$ cat config.mk
export PLATFORM = sky130hd
export DESIGN_NAME = sxa_alu
export DESIGN_NICKNAME = d
export VERILOG_FILES = /design/src/pkg/sxa_pkg.sv /design/src/rtl/sxa_alu.sv
export VERILOG_INCLUDE_DIRS = /design/src /design/src/pkg
export SDC_FILE = /design/constraint.sdc
export NUM_CORES = 1
export LEC_CHECK = 0
export BUFFER_PORTS_ARGS = -buffer_cell sky130_fd_sc_hd__buf_2
export CAP_MARGIN = 25
export CORE_MARGIN = 5
export CORE_UTILIZATION = 51
export CTS_BUF_LIST = sky130_fd_sc_hd__clkbuf_8
export CTS_CLUSTER_SIZE = 8
export DETAILED_ROUTE_END_ITERATION = 8
export GPL_ROUTABILITY_DRIVEN = 0
export PLACE_DENSITY = 0.77
export SLEW_MARGIN = 10
export SYNTH_ARGS = -nofsm -noshare
export SYNTH_HDL_FRONTEND = slang
export SYNTH_SLANG_ARGS = --single-unit
$ cat constraint.sdc
create_clock -name clk -period 3.4 [get_ports clk]
set_input_delay 0.34 -clock clk [delete_from_list [all_inputs] [get_ports clk]]
set_output_delay 0.34 -clock clk [all_outputs]
set_load 0.03 [all_outputs]
$ cat src/pkg/sxa_defines.svh
// Constants for the subtract / exclusive-or / nibble exchange datapath.
// Assumes inclusion by bare name from the package and the datapath module.
`ifndef SXA_DEFINES_SVH
`define SXA_DEFINES_SVH
`define SXA_DATA_W 8
`define SXA_ADDR_W 7
`define SXA_ACC_RST 8'h00
`define SXA_FLAG_RST 1'b0
`define SXA_WE_RST 1'b0
`define SXA_WDATA_RST 8'h00
`define SXA_DEST_ACC 1'b0
`define SXA_DEST_FILE 1'b1
`define SXA_LO_MSB 3
`define SXA_HI_LSB 4
`endif

$ cat src/pkg/sxa_pkg.sv
// Types for the subtract / exclusive-or / nibble exchange datapath.
// Assumes the defines header is on the include path.
`include "sxa_defines.svh"
package sxa_pkg;
   // Operation codes driven by the instruction decoder
   typedef enum logic [2:0] {
      SXA_OP_NONE = 3'h0,
      SXA_OP_LITERAL_MINUS_ACC = 3'h1,
      SXA_OP_FILE_MINUS_ACC = 3'h2,
      SXA_OP_EXCLUSIVE_OR_FILE = 3'h3,
      SXA_OP_EXCLUSIVE_OR_LITERAL = 3'h4,
      SXA_OP_NIBBLE_EXCHANGE = 3'h5
   } sxa_op_t;
endpackage

$ cat src/rtl/sxa_alu.sv
// Datapath slice: literal/file minus accumulator, exclusive-or, nibble exchange.
// Holds the accumulator, the borrow, nibble borrow and zero flags, and a
// registered write port back into the register file.
// Assumes the decoder presents one operation per clock with the file value
// already read for file_addr; the register file takes file_we/file_wdata.
// Assumes the register file completes a write before the next read of it.
//
// Function
// - Literal-minus-acc puts literal minus accumulator into the accumulator.
// - Literal-minus-acc sets borrow when acc <= literal and nibble borrow when low nibbles compare so.
// - File-minus-acc sends file value minus accumulator to the selected destination.
// - File-minus-acc sets borrow when acc <= file and nibble borrow when low nibbles compare so.
// - Destination select 0 writes the accumulator, 1 writes the addressed file register.
// - Exclusive-or-file xors acc with file to the destination, touching only zero.
// - Nibble exchange swaps file nibbles to the destination and touches no flag.
// - Exclusive-or-literal xors acc with the literal into the accumulator, touching only zero.
//
// Decided for this implementation: the placing of the registers and the address-and-strobe port.
`timescale 1ns/100ps
`include "sxa_defines.svh"
module sxa_alu
   import sxa_pkg::*;
#(
   parameter int DATA_W = `SXA_DATA_W,
   parameter int ADDR_W = `SXA_ADDR_W
) (
   input wire logic clk,
   input wire logic arst_n,
   input wire sxa_op_t op,
   input wire logic [DATA_W-1:0] literal,
   input wire logic [ADDR_W-1:0] file_addr,
   input wire logic [DATA_W-1:0] file_rdata,
   input wire logic dest_sel,
   output logic [DATA_W-1:0] acc,
   output logic borrow_flag,
   output logic nibble_borrow_flag,
   output logic zero_flag,
   output logic file_we,
   output logic [ADDR_W-1:0] file_waddr,
   output logic [DATA_W-1:0] file_wdata
);

   // Elaboration checks: nibble logic needs exactly one byte
   if (DATA_W != 8) begin : g_bad_width
      $error("sxa_alu supports only DATA_W of 8");
   end
   // A file address needs at least one bit
   if (ADDR_W < 1) begin : g_bad_addr
      $error("sxa_alu needs ADDR_W of at least 1");
   end
   // Nibble boundaries must meet in the middle of the byte
   if (`SXA_HI_LSB != `SXA_LO_MSB + 1) begin : g_bad_nibble
      $error("sxa_alu nibble boundaries do not meet");
   end

   // Accumulator state
   logic [DATA_W-1:0] acc_ff;
   logic [DATA_W-1:0] nxt_acc;
   // Borrow flag state, 1 means no borrow
   logic borrow_ff;
   logic nxt_borrow;
   // Nibble borrow flag state, 1 means no borrow out of the low nibble
   logic nib_ff;
   logic nxt_nib;
   // Zero flag state
   logic zero_ff;
   logic nxt_zero;
   // File write port state
   logic we_ff;
   logic nxt_we;
   logic [ADDR_W-1:0] waddr_ff;
   logic [ADDR_W-1:0] nxt_waddr;
   logic [DATA_W-1:0] wdata_ff;
   logic [DATA_W-1:0] nxt_wdata;
   // Decoded controls of the operation presented this cycle
   logic op_valid;
   logic is_sub;
   logic upd_zero;
   logic use_literal;
   logic to_file;
   logic wr_acc;
   logic wr_file;
   // Operand and candidate results
   logic [DATA_W-1:0] src;
   logic [DATA_W-1:0] diff;
   logic [DATA_W-1:0] xor_res;
   logic [DATA_W-1:0] swap_res;
   logic [DATA_W-1:0] result;
   logic acc_le_src;
   logic nib_le_src;

   // Decode: operand source, flags touched and destination
   // Codes 6 and 7 and no-operation change nothing at all
   always_comb begin
      op_valid = 1'b0;
      is_sub = 1'b0;
      upd_zero = 1'b0;
      use_literal = 1'b0;
      to_file = `SXA_DEST_ACC;
      unique case (op)
         SXA_OP_NONE: begin
            op_valid = 1'b0;
         end
         SXA_OP_LITERAL_MINUS_ACC: begin
            op_valid = 1'b1;
            is_sub = 1'b1;
            upd_zero = 1'b1;
            use_literal = 1'b1;
         end
         SXA_OP_FILE_MINUS_ACC: begin
            op_valid = 1'b1;
            is_sub = 1'b1;
            upd_zero = 1'b1;
            to_file = dest_sel;
         end
         SXA_OP_EXCLUSIVE_OR_FILE: begin
            op_valid = 1'b1;
            upd_zero = 1'b1;
            to_file = dest_sel;
         end
         SXA_OP_EXCLUSIVE_OR_LITERAL: begin
            op_valid = 1'b1;
            upd_zero = 1'b1;
            use_literal = 1'b1;
         end
         SXA_OP_NIBBLE_EXCHANGE: begin
            op_valid = 1'b1;
            to_file = dest_sel;
         end
         default: begin
            op_valid = 1'b0;
         end
      endcase
   end

   // Literal ops never write the file, whatever dest_sel says
   // destination decode
   assign wr_acc = op_valid && (to_file == `SXA_DEST_ACC);
   assign wr_file = op_valid && (to_file == `SXA_DEST_FILE);

   assign src = use_literal ? literal : file_rdata;

   assign diff = DATA_W'(src - acc_ff); // Two's complement, wraps within the byte

   assign xor_res = acc_ff ^ src;

   for (genvar i = 0; i < DATA_W; i++) begin : g_swap
      if (i <= `SXA_LO_MSB) begin : g_lo
         // Low result bits take the high file nibble
         assign swap_res[i] = file_rdata[i+`SXA_HI_LSB];
      end else begin : g_hi
         // High result bits take the low file nibble
         assign swap_res[i] = file_rdata[i-`SXA_HI_LSB];
      end
   end

   // Unsigned compares: the flags read 1 exactly when no borrow occurs
   // compare against the operand, literal or file value
   assign acc_le_src = (acc_ff <= src);
   assign nib_le_src = (acc_ff[`SXA_LO_MSB:0] <= src[`SXA_LO_MSB:0]);

   // Result select by operation
   always_comb begin
      result = '0;
      unique case (op)
         SXA_OP_NONE: begin
            result = '0;
         end
         SXA_OP_LITERAL_MINUS_ACC, SXA_OP_FILE_MINUS_ACC: begin
            result = diff;
         end
         SXA_OP_EXCLUSIVE_OR_FILE, SXA_OP_EXCLUSIVE_OR_LITERAL: begin
            result = xor_res;
         end
         SXA_OP_NIBBLE_EXCHANGE: begin
            result = swap_res;
         end
         default: begin
            result = '0;
         end
      endcase
   end

   always_comb begin
      nxt_acc = acc_ff;
      if (wr_acc) begin
         nxt_acc = result;
      end
   end

   // Accumulator register
   always_ff @(posedge clk or negedge arst_n) begin
      if (!arst_n) begin
         acc_ff <= `SXA_ACC_RST;
      end else begin
         acc_ff <= nxt_acc;
      end
   end

   always_comb begin
      nxt_borrow = borrow_ff;
      if (op_valid && is_sub) begin
         nxt_borrow = acc_le_src;
      end
   end

   // Borrow register
   always_ff @(posedge clk or negedge arst_n) begin
      if (!arst_n) begin
         borrow_ff <= `SXA_FLAG_RST;
      end else begin
         borrow_ff <= nxt_borrow;
      end
   end

   always_comb begin
      nxt_nib = nib_ff;
      if (op_valid && is_sub) begin
         nxt_nib = nib_le_src;
      end
   end

   // Nibble borrow register
   always_ff @(posedge clk or negedge arst_n) begin
      if (!arst_n) begin
         nib_ff <= `SXA_FLAG_RST;
      end else begin
         nib_ff <= nxt_nib;
      end
   end

   // Exclusive-or ops update only this flag; the exchange updates none
   // zero from result
   always_comb begin
      nxt_zero = zero_ff;
      if (op_valid && upd_zero) begin
         nxt_zero = (result == '0);
      end
   end

   // Zero register
   always_ff @(posedge clk or negedge arst_n) begin
      if (!arst_n) begin
         zero_ff <= `SXA_FLAG_RST;
      end else begin
         zero_ff <= nxt_zero;
      end
   end

   // Write strobe lasts one cycle; the file holds the value after the edge
   // file write strobe
   always_comb begin
      nxt_we = 1'b0;
      if (wr_file) begin
         nxt_we = 1'b1;
      end
   end

   // Write strobe register
   always_ff @(posedge clk or negedge arst_n) begin
      if (!arst_n) begin
         we_ff <= `SXA_WE_RST;
      end else begin
         we_ff <= nxt_we;
      end
   end

   always_comb begin
      nxt_waddr = waddr_ff;
      nxt_wdata = wdata_ff;
      if (wr_file) begin
         nxt_waddr = file_addr;
         nxt_wdata = result;
      end
   end

   // Write address and data registers, held until the next write
   always_ff @(posedge clk or negedge arst_n) begin
      if (!arst_n) begin
         waddr_ff <= '0;
         wdata_ff <= `SXA_WDATA_RST;
      end else begin
         waddr_ff <= nxt_waddr;
         wdata_ff <= nxt_wdata;
      end
   end

   // Accumulator output
   assign acc = acc_ff;
   // Status flag outputs
   assign borrow_flag = borrow_ff;
   assign nibble_borrow_flag = nib_ff;
   assign zero_flag = zero_ff;
   // File write port outputs
   assign file_we = we_ff;
   assign file_waddr = waddr_ff;
   assign file_wdata = wdata_ff;

endmodule // sxa_alu

Word-level counts from Yosys, hierarchy flattened. Cells that the tools add are included.

Word-level logic and storage cells: 36. Register bits after elaboration: 27. Bits of input ports: 29. Output and inout bits: 27.

Bitwise operators: 2. Multiplexer cells: 8. Add/subtract/negate cells: 1. Equality and inequality tests: 5. Reductions and logical operators: 11. Order comparisons: 2.

Operator list (number): one-hot mux 8 bit (3 select lines) (1); <= comparator 8 bit (1); zero test 8 bit (1); two-way mux 8 bit (1); subtractor 8 bit (1); bitwise XOR 8 bit (1); equality test 3 x 2 -> 1 bit (second input constant) (2); equality test 3 bit (second input constant) (2); two-way mux 1 bit (6); OR reduction 2 bit (3); OR reduction 5 bit (1); <= comparator 4 bit (1); logical AND 1 bit (4); OR reduction 4 bit (1); equality test 3 x 1 -> 1 bit (second input constant) (1); OR reduction 3 bit (1); inverter 1 bit (1).

Depth between registers and ports, before layout. Gate-level depths: netlist of run 1.

Depth after elaboration: 7. Mapped depth: 13. Mapped depth without buffers: 12.

Least setup slack after synthesis of run 1. OpenSTA, ideal clock, no wires.

Path type: input to register. Start: in op[2]. End: reg zero_ff (netlist: zero_flag). Buffers on the path: 1. Path slack: 124 ps. Library setup time: 122 ps. Stages on the path: 12. Arrival time: 3154 ps. Path through: clkbuf_1 nand2_1 a21oi_2 mux2i_1 ha_1 fa_1 nand3b_4 and2_4 maj3_2 or3_1 and4_4 a32o_1.

Word-level cells in the longest chain between the ends: 7. Elaborated cells on any way between the ends: 19.

RTL lines: start, declared (line sxa_alu.sv:29) `input wire sxa_op_t op,`; equality test 3 bit or equality test 3 x 1 -> 1 bit (tied branches) (line sxa_alu.sv:100, sxa_alu.sv:165); OR reduction 2 bit (no source line); two-way mux 1 bit (line sxa_alu.sv:100) `unique case (op)`; two-way mux 8 bit (line sxa_alu.sv:141) `assign src = use_literal ? literal : file_rdata;`; subtractor 8 bit or bitwise XOR 8 bit (tied branches) (line sxa_alu.sv:143, sxa_alu.sv:145); one-hot mux 8 bit (3 select lines) (line sxa_alu.sv:165) `unique case (op)`; zero test 8 bit (line sxa_alu.sv:237) `nxt_zero = (result == '0);`; end signal, assigned (line sxa_alu.sv:244) `` zero_ff <= `SXA_FLAG_RST; ``; end signal, assigned (line sxa_alu.sv:246) `zero_ff <= nxt_zero;`; end, declared (line sxa_alu.sv:66) `logic zero_ff;`.

Several ways; a longest one is shown, not always the timed one. A chain may end at the register's enable or synchronous reset.

Worst setup path after layout of run 1. Same ends and word-level chain as after synthesis.

==> metrics.txt, run 1 <==
status finished clean; Core Box Area 4060 um^2; detailed placement HPWL 4600 um; vias per cell just under 6; CTS tree built; Rows 23; die area roughly 5600 um^2; post-CTS resize count 0; setup violators final 0; Synth area leader dfrtp_1; deepest clock path buffer count 2; sum of negative setup slack 0 ps; critical path's top delay family simple AND/OR/NAND/NOR gates; clock insertion delay at the later pin of the skew report around 270 ps; Worst EP required about 3600 ps; FF-to-FF Start acc[0]; Layout Utilization 0.626; CP Capture Type flip-flop; Horiz. Die Dim between 70 and 80 um; Ports 56; DRC viols 0; Worst Hold Class input port to async pin; Cell Pwr Density approximately 600 nW/um^2; Antenna Violating Nets Remaining 0; DRT Pass-1 Iters 5; Cells after Synth approximately 260; top cells by area, synth dfrtp_1, nand2_1, ha_1; Num CTS Buffers 3; worst reg-to-reg setup slack ~790 ps; Setup Fix Bufs, Post-CTS 0; cell area after synthesis approximately 2200 um^2; vias in the first global route between 2000 and 2500; global-route usage over all layers 0.222; Yosys warning count 0; Congestion Overflow GR 0; Synthesized Nets between 200 and 300; number of flops mapped to enable cells by yosys 0; max cap viols 0; PortBufs 55; critical path type input port to flip-flop; Top FF cell, synth dfrtp_1; Yosys reg bits 27; post-route design area around 2500 um^2; final worst-path cycle share 0.882; Crit. path cell count 13; endpoints failing hold 0; number of distinct library cells after synthesis 58; share of cells above drive strength 1 0.309; final wirelength 5810 um; crit path cell chain buf_2, nand2b_1, a21oi_2, buf_4, mux2i_1, ha_1, fa_1, nand3b_4, and2_4, maj3_2, or3_1, and4_4, a32o_1; VDD IR max ~0.28 mV; crit path launch type input port; syn avg cell area around 8.4 um^2; FFs w/ async S/R, synth 1.00; n_diodes 0; CP max-delay cell fa_1; fin. max-slew vios 0; Placement Cell Area 2490 um^2; RSZ-0062 raised after global routing false; LEAKAGE approximately 0.0013 uW; post-synthesis sequential area ratio 0.313; worst stage delay on the critical path between 400 and 500 ps; fin nets 355; largest net degree at the start of global routing 28; P&R area growth vs syn 17.5%; clk sink count 27; hold-fix buffers at CTS 0; Worst EP arrival between 3000 and 4000 ps; Buf+Inv Stages, Crit Path 2; antenna violations before repair 0; area share of the largest cell type after synthesis 0.313; FMAX roughly 330 MHz; Worst Tran Pin Value 867 ps; Detailed Route Iter0 Violations approximately 230; slew margin rel. 0.421; Root Driver clkbuf_8; vias roughly 2100; number of H-tree levels 1; Reg clk slew, reported paths ~90 ps; Worst R2R End zero_flag; skew final approximately 3.3 ps; Worst R2R Path Depth 8; Initial Util 0.533; global-route wire length before repair 9710 um; final critical-path required period around 3000 ps; wire per inst roughly 16 um; crit path max fanout 4; die height between 70 and 80 um
report_power, final:
group          internal (uW)  leakage [uW]  switching (uW)
clock                   80.8     0.0000269            94.5
combinational            322      0.000902             548
sequential               400      0.000336            54.3
state kept, by name (all words and copies together), names as in the netlist:
name,flops
file_we,1
nibble_borrow_flag,1
file_waddr,7
zero_flag,1
acc,8
borrow_flag,1
file_wdata,8
through the flow:
stage               cells  total power (uW)  hold slack [ps]  setup slack (ps)
finish                361              1500             66.4               400
global route          361              1610              116               309
CTS                   361              1500             83.3               411
detailed placement    357              1320              380               131
global placement      357              1300              369               235
floorplan             256              1090             44.4               124
worst register-to-register path: stages (launching register included):
cell      delay [ps]
dfrtp_1          440
ha_1             230
fa_1             450
nand3b_4         190
and2_4           160
maj3_2           290
or3_1            320
and4_4           200
a32o_1           240
final cells by class:
type	instances	area (um^2)
sequential	27	676
clock inverter	1	3.75
clock buffer	3	41.3
inverter	18	67.6
tap	50	62.6
timing repair buffer	67	365
multi-input combinational	195	1320
fill	351	1520
routing by layer:
| metal | global-route usage | up-vias | routed length (um) |
|---|---|---|---|
| met1 | 0.314 | 978 | 2560 |
| met3 | 0.0414 | 6 | 426 |
| met2 | 0.354 | 83 | 2770 |
| met4 | 0.0474 | 0 | 60 |
| li1 | - | 1015 | - |
| met5 | 0 | - | 0 |
how the worst max path moves through the flow:
stage | start | end | slack (ps)
global placement | op[2] | zero_flag | 240
CTS | op[2] | zero_flag | 410
finish | op[2] | zero_flag | 400
global route | op[2] | zero_flag | 310
detailed placement | op[2] | zero_flag | 130
floorplan | op[2] | zero_flag | 120
cell usage after synthesis, types with 2 or more instances:
master / number
nand4_1: 4
o21ai_0: 12
inv_2: 6
a21o_1: 3
o211ai_1: 2
clkbuf_1: 4
inv_1: 11
o22ai_1: 2
a21oi_2: 2
mux2i_1: 4
buf_2: 7
a32o_1: 2
buf_6: 3
a211oi_2: 2
o21a_1: 2
maj3_2: 2
a22oi_1: 3
nor3_1: 3
a21oi_1: 17
dfrtp_1: 27
or3_1: 3
ha_1: 13
nand2_1: 44
nor2_1: 17
nor2b_1: 8
mux2_2: 7
nand2b_1: 6
and4_1: 2
o32ai_1: 4
o21ai_1: 4
nand3_1: 3
logic make-up (layout without fill, tap and decap cells):
| logic type | Yosys count | count (layout) | synth area share |
|---|---|---|---|
| and+or+nand+nor | 98 | 98 | 0.226 |
| buffers and inverters | 34 | 89 | 0.0752 |
| adders and majority gates | 17 | 17 | 0.0995 |
| AOI/OAI and AO/OA | 69 | 69 | 0.232 |
| muxes | 11 | 11 | 0.0550 |
| DFF | 27 | 27 | 0.313 |
layout by cell type, fill, tap and decap left out, types with 4 or more instances in the layout:
cell      instances
buf_2            55
inv_2             6
nand2_1          44
ha_1             13
inv_1            12
dfrtp_1          27
nand2b_1          6
o21ai_0          12
mux2i_1           4
nand4_1           4
o21ai_1           4
nor2b_1           8
nor2_1           17
a21oi_1          17
buf_4            12
o32ai_1           4
mux2_2            7
No activity file was read; power rests on OpenSTA's default activity.
==> run 2: changes to the inputs <==
--- a/config.mk
+++ b/config.mk
@@ -8,12 +8,14 @@
 export LEC_CHECK = 0
 export BUFFER_PORTS_ARGS = -buffer_cell sky130_fd_sc_hd__buf_2
 export CAP_MARGIN = 25
+export CORE_ASPECT_RATIO = 0.75
 export CORE_MARGIN = 5
 export CORE_UTILIZATION = 51
 export CTS_BUF_LIST = sky130_fd_sc_hd__clkbuf_8
 export CTS_CLUSTER_SIZE = 8
 export DETAILED_ROUTE_END_ITERATION = 8
 export GPL_ROUTABILITY_DRIVEN = 0
+export GPL_TIMING_DRIVEN = 0
 export PLACE_DENSITY = 0.77
 export SLEW_MARGIN = 10
 export SYNTH_ARGS = -nofsm -noshare
==> run 2 against run 1 <==
  * Cell count rose by 2.8%
  * Maximum frequency down 9.0%
  * Total power is 0.34% higher
==> metrics.txt, run 2 (same netlist as run 1, synthesis figures left out) <==
share of power burned in the clock network 0.113; LEAKAGE about 0.0013 uW; antenna violations before repair 0; wire per inst between 15 and 20 um; dpl cells 364; combinational share of power 0.587; detailed placement HPWL 4630 um; worst reg-to-reg setup slack 780 ps; die height 66.4 um; status finished clean; Worst EP arrival 3460 ps; Worst Tran Pin Value around 580 ps; met3 wire len 457 um; cell internal pwr 802 uW; Core Box Area ~4000 um^2; max cap viols 0; Reg power frac 0.300; die area 5650 um^2; fin nets between 300 and 400; fin. max-slew vios 0; DRC viols 0; Worst R2R Path Depth 8; switching portion of total power 0.467; Worst EP required ~3600 ps; deepest clock path buffer count 2; Layout Utilization 0.633; Buf+Inv Stages, Crit Path 2; commonest non-fill, non-tap cell in the layout buf_2; setup violators final 0; Detailed Route Iter0 Violations between 150 and 200; critical path type input port to flip-flop; share of cells above drive strength 1 0.310; DRT met1 WL between 2000 and 3000 um; clock insertion delay at the later pin of the skew report 260 ps; crit path launch type input port; CTS tree built; VDD IR max approximately 0.34 mV; Ports 56; CP Capture Type flip-flop; switching pwr around 700 uW; FMAX a little over 300 MHz; vias in the first global route 1977; hold-fix buffers at CTS 0; global-route wire length before repair approximately 9600 um; sum of negative setup slack 0 ps; Placement Cell Area 2500 um^2; n_diodes 0; crit path max fanout 10; crit path cell chain buf_2, clkbuf_2, nand2_1, a21oi_4, mux2i_1, ha_1, fa_1, nand3b_4, and2_4, maj3_2, or3_1, and4_4, a32o_1; Rows 20; top routing layer used met4; Antenna Violating Nets Remaining 0; P&R area growth vs syn 19.3%; number of H-tree levels 1; Worst R2R End zero_flag; CP max-delay cell fa_1; largest net degree at the start of global routing 28; post-route design area ~2600 um^2; endpoints failing hold 0; final worst-path cycle share 0.969; slew margin rel. 0.610; Root Driver clkbuf_8; skew final 1.80 ps; global-route usage over all layers 0.215; most frequent cells in the layout buf_2, nand2_1, dfrtp_1; final wirelength just under 6000 um; final critical-path required period 3290 ps; clk sink count 27; Initial Util 0.530; Worst Hold Class input port to async pin; vias around 2100; worst stage delay on the critical path 440 ps; Cell Pwr Density 584 nW/um^2; Met2 Wirelength roughly 2600 um; critical path's top delay family simple AND/OR/NAND/NOR gates; Num CTS Buffers 3; DRT Pass-1 Iters 5; Congestion Overflow GR 0; vias per cell between 5 and 6; PortBufs 53; Horiz. Die Dim roughly 85 um; Reg clk slew, reported paths around 80 ps; FF-to-FF Start acc[0]; fin cells about 370
## run 2: cell count changes in the layout (fill, tap and decap cells not counted)
cell,before,now
buf_1,0,1
clkbuf_1,0,3
buf_2,55,60
o32ai_1,4,3
a21oi_2,2,1
o32ai_2,1,2
clkbuf_2,0,1
a21oi_4,1,2
buf_6,0,3
buf_4,12,4
## run 2: area by class of cell
cell class                 count  area (um^2)
buffer                        16         96.3
clock buffer                   3         41.3
clock inverter                 1         3.75
fill                         361         1500
inverter                      18         67.6
multi-input combinational    195         1340
sequential                    27          676
tap                           55         68.8
timing repair buffer          56          288
## run 2: metal layers
| metal | vias to the layer above | global-route usage |
|---|---|---|
| met2 | 107 | 0.328 |
| met1 | 1001 | 0.315 |
| met4 | 0 | 0.0494 |
| met3 | 7 | 0.0349 |
| met5 | - | 0 |
| li1 | 1027 | - |
## run 2: worst max-delay path by stage
stage               startpoint  cells past startpoint        end
global route             op[2]                     13  zero_flag
floorplan                op[2]                     12  zero_flag
finish                   op[2]                     13  zero_flag
detailed placement       op[2]                     13  zero_flag
global placement         op[2]                     13  zero_flag
CTS                      op[2]                     13  zero_flag
## run 2: power groups by stage
stage	Clock (uW)	Sequential [uW]	Combinational, uW
final	171	452	883
after CTS	177	452	868
after floorplan	0	617	474
after detailed placement	0	458	863
after global routing	184	465	959
after global placement	0	457	846
## run 2: worst reg2reg max path, cell delays in order (launching register included)
cell	delay (ps)
dfrtp_1	440
ha_1	230
fa_1	440
nand3b_4	190
and2_4	150
maj3_2	300
or3_1	330
and4_4	200
a32o_1	240
## run 2: through the flow
stage | setup slack [ps] | total power, uW | hold slack (ps)
finish | 105 | 1510 | 66.2
global placement | -421 | 1300 | 370
global route | -2.09 | 1610 | 109
CTS | 122 | 1500 | 83.6
floorplan | 124 | 1090 | 44.4
detailed placement | -440 | 1320 | 378
## run 2: what timing repair did
item | 4_1_cts | 5_1_grt
endpoints found under the setup margin | 3 | 1
pin swaps | 0 | 1
resized for setup | 2 | 1
cloned | 0 | 0
setup buffers | 0 | 3
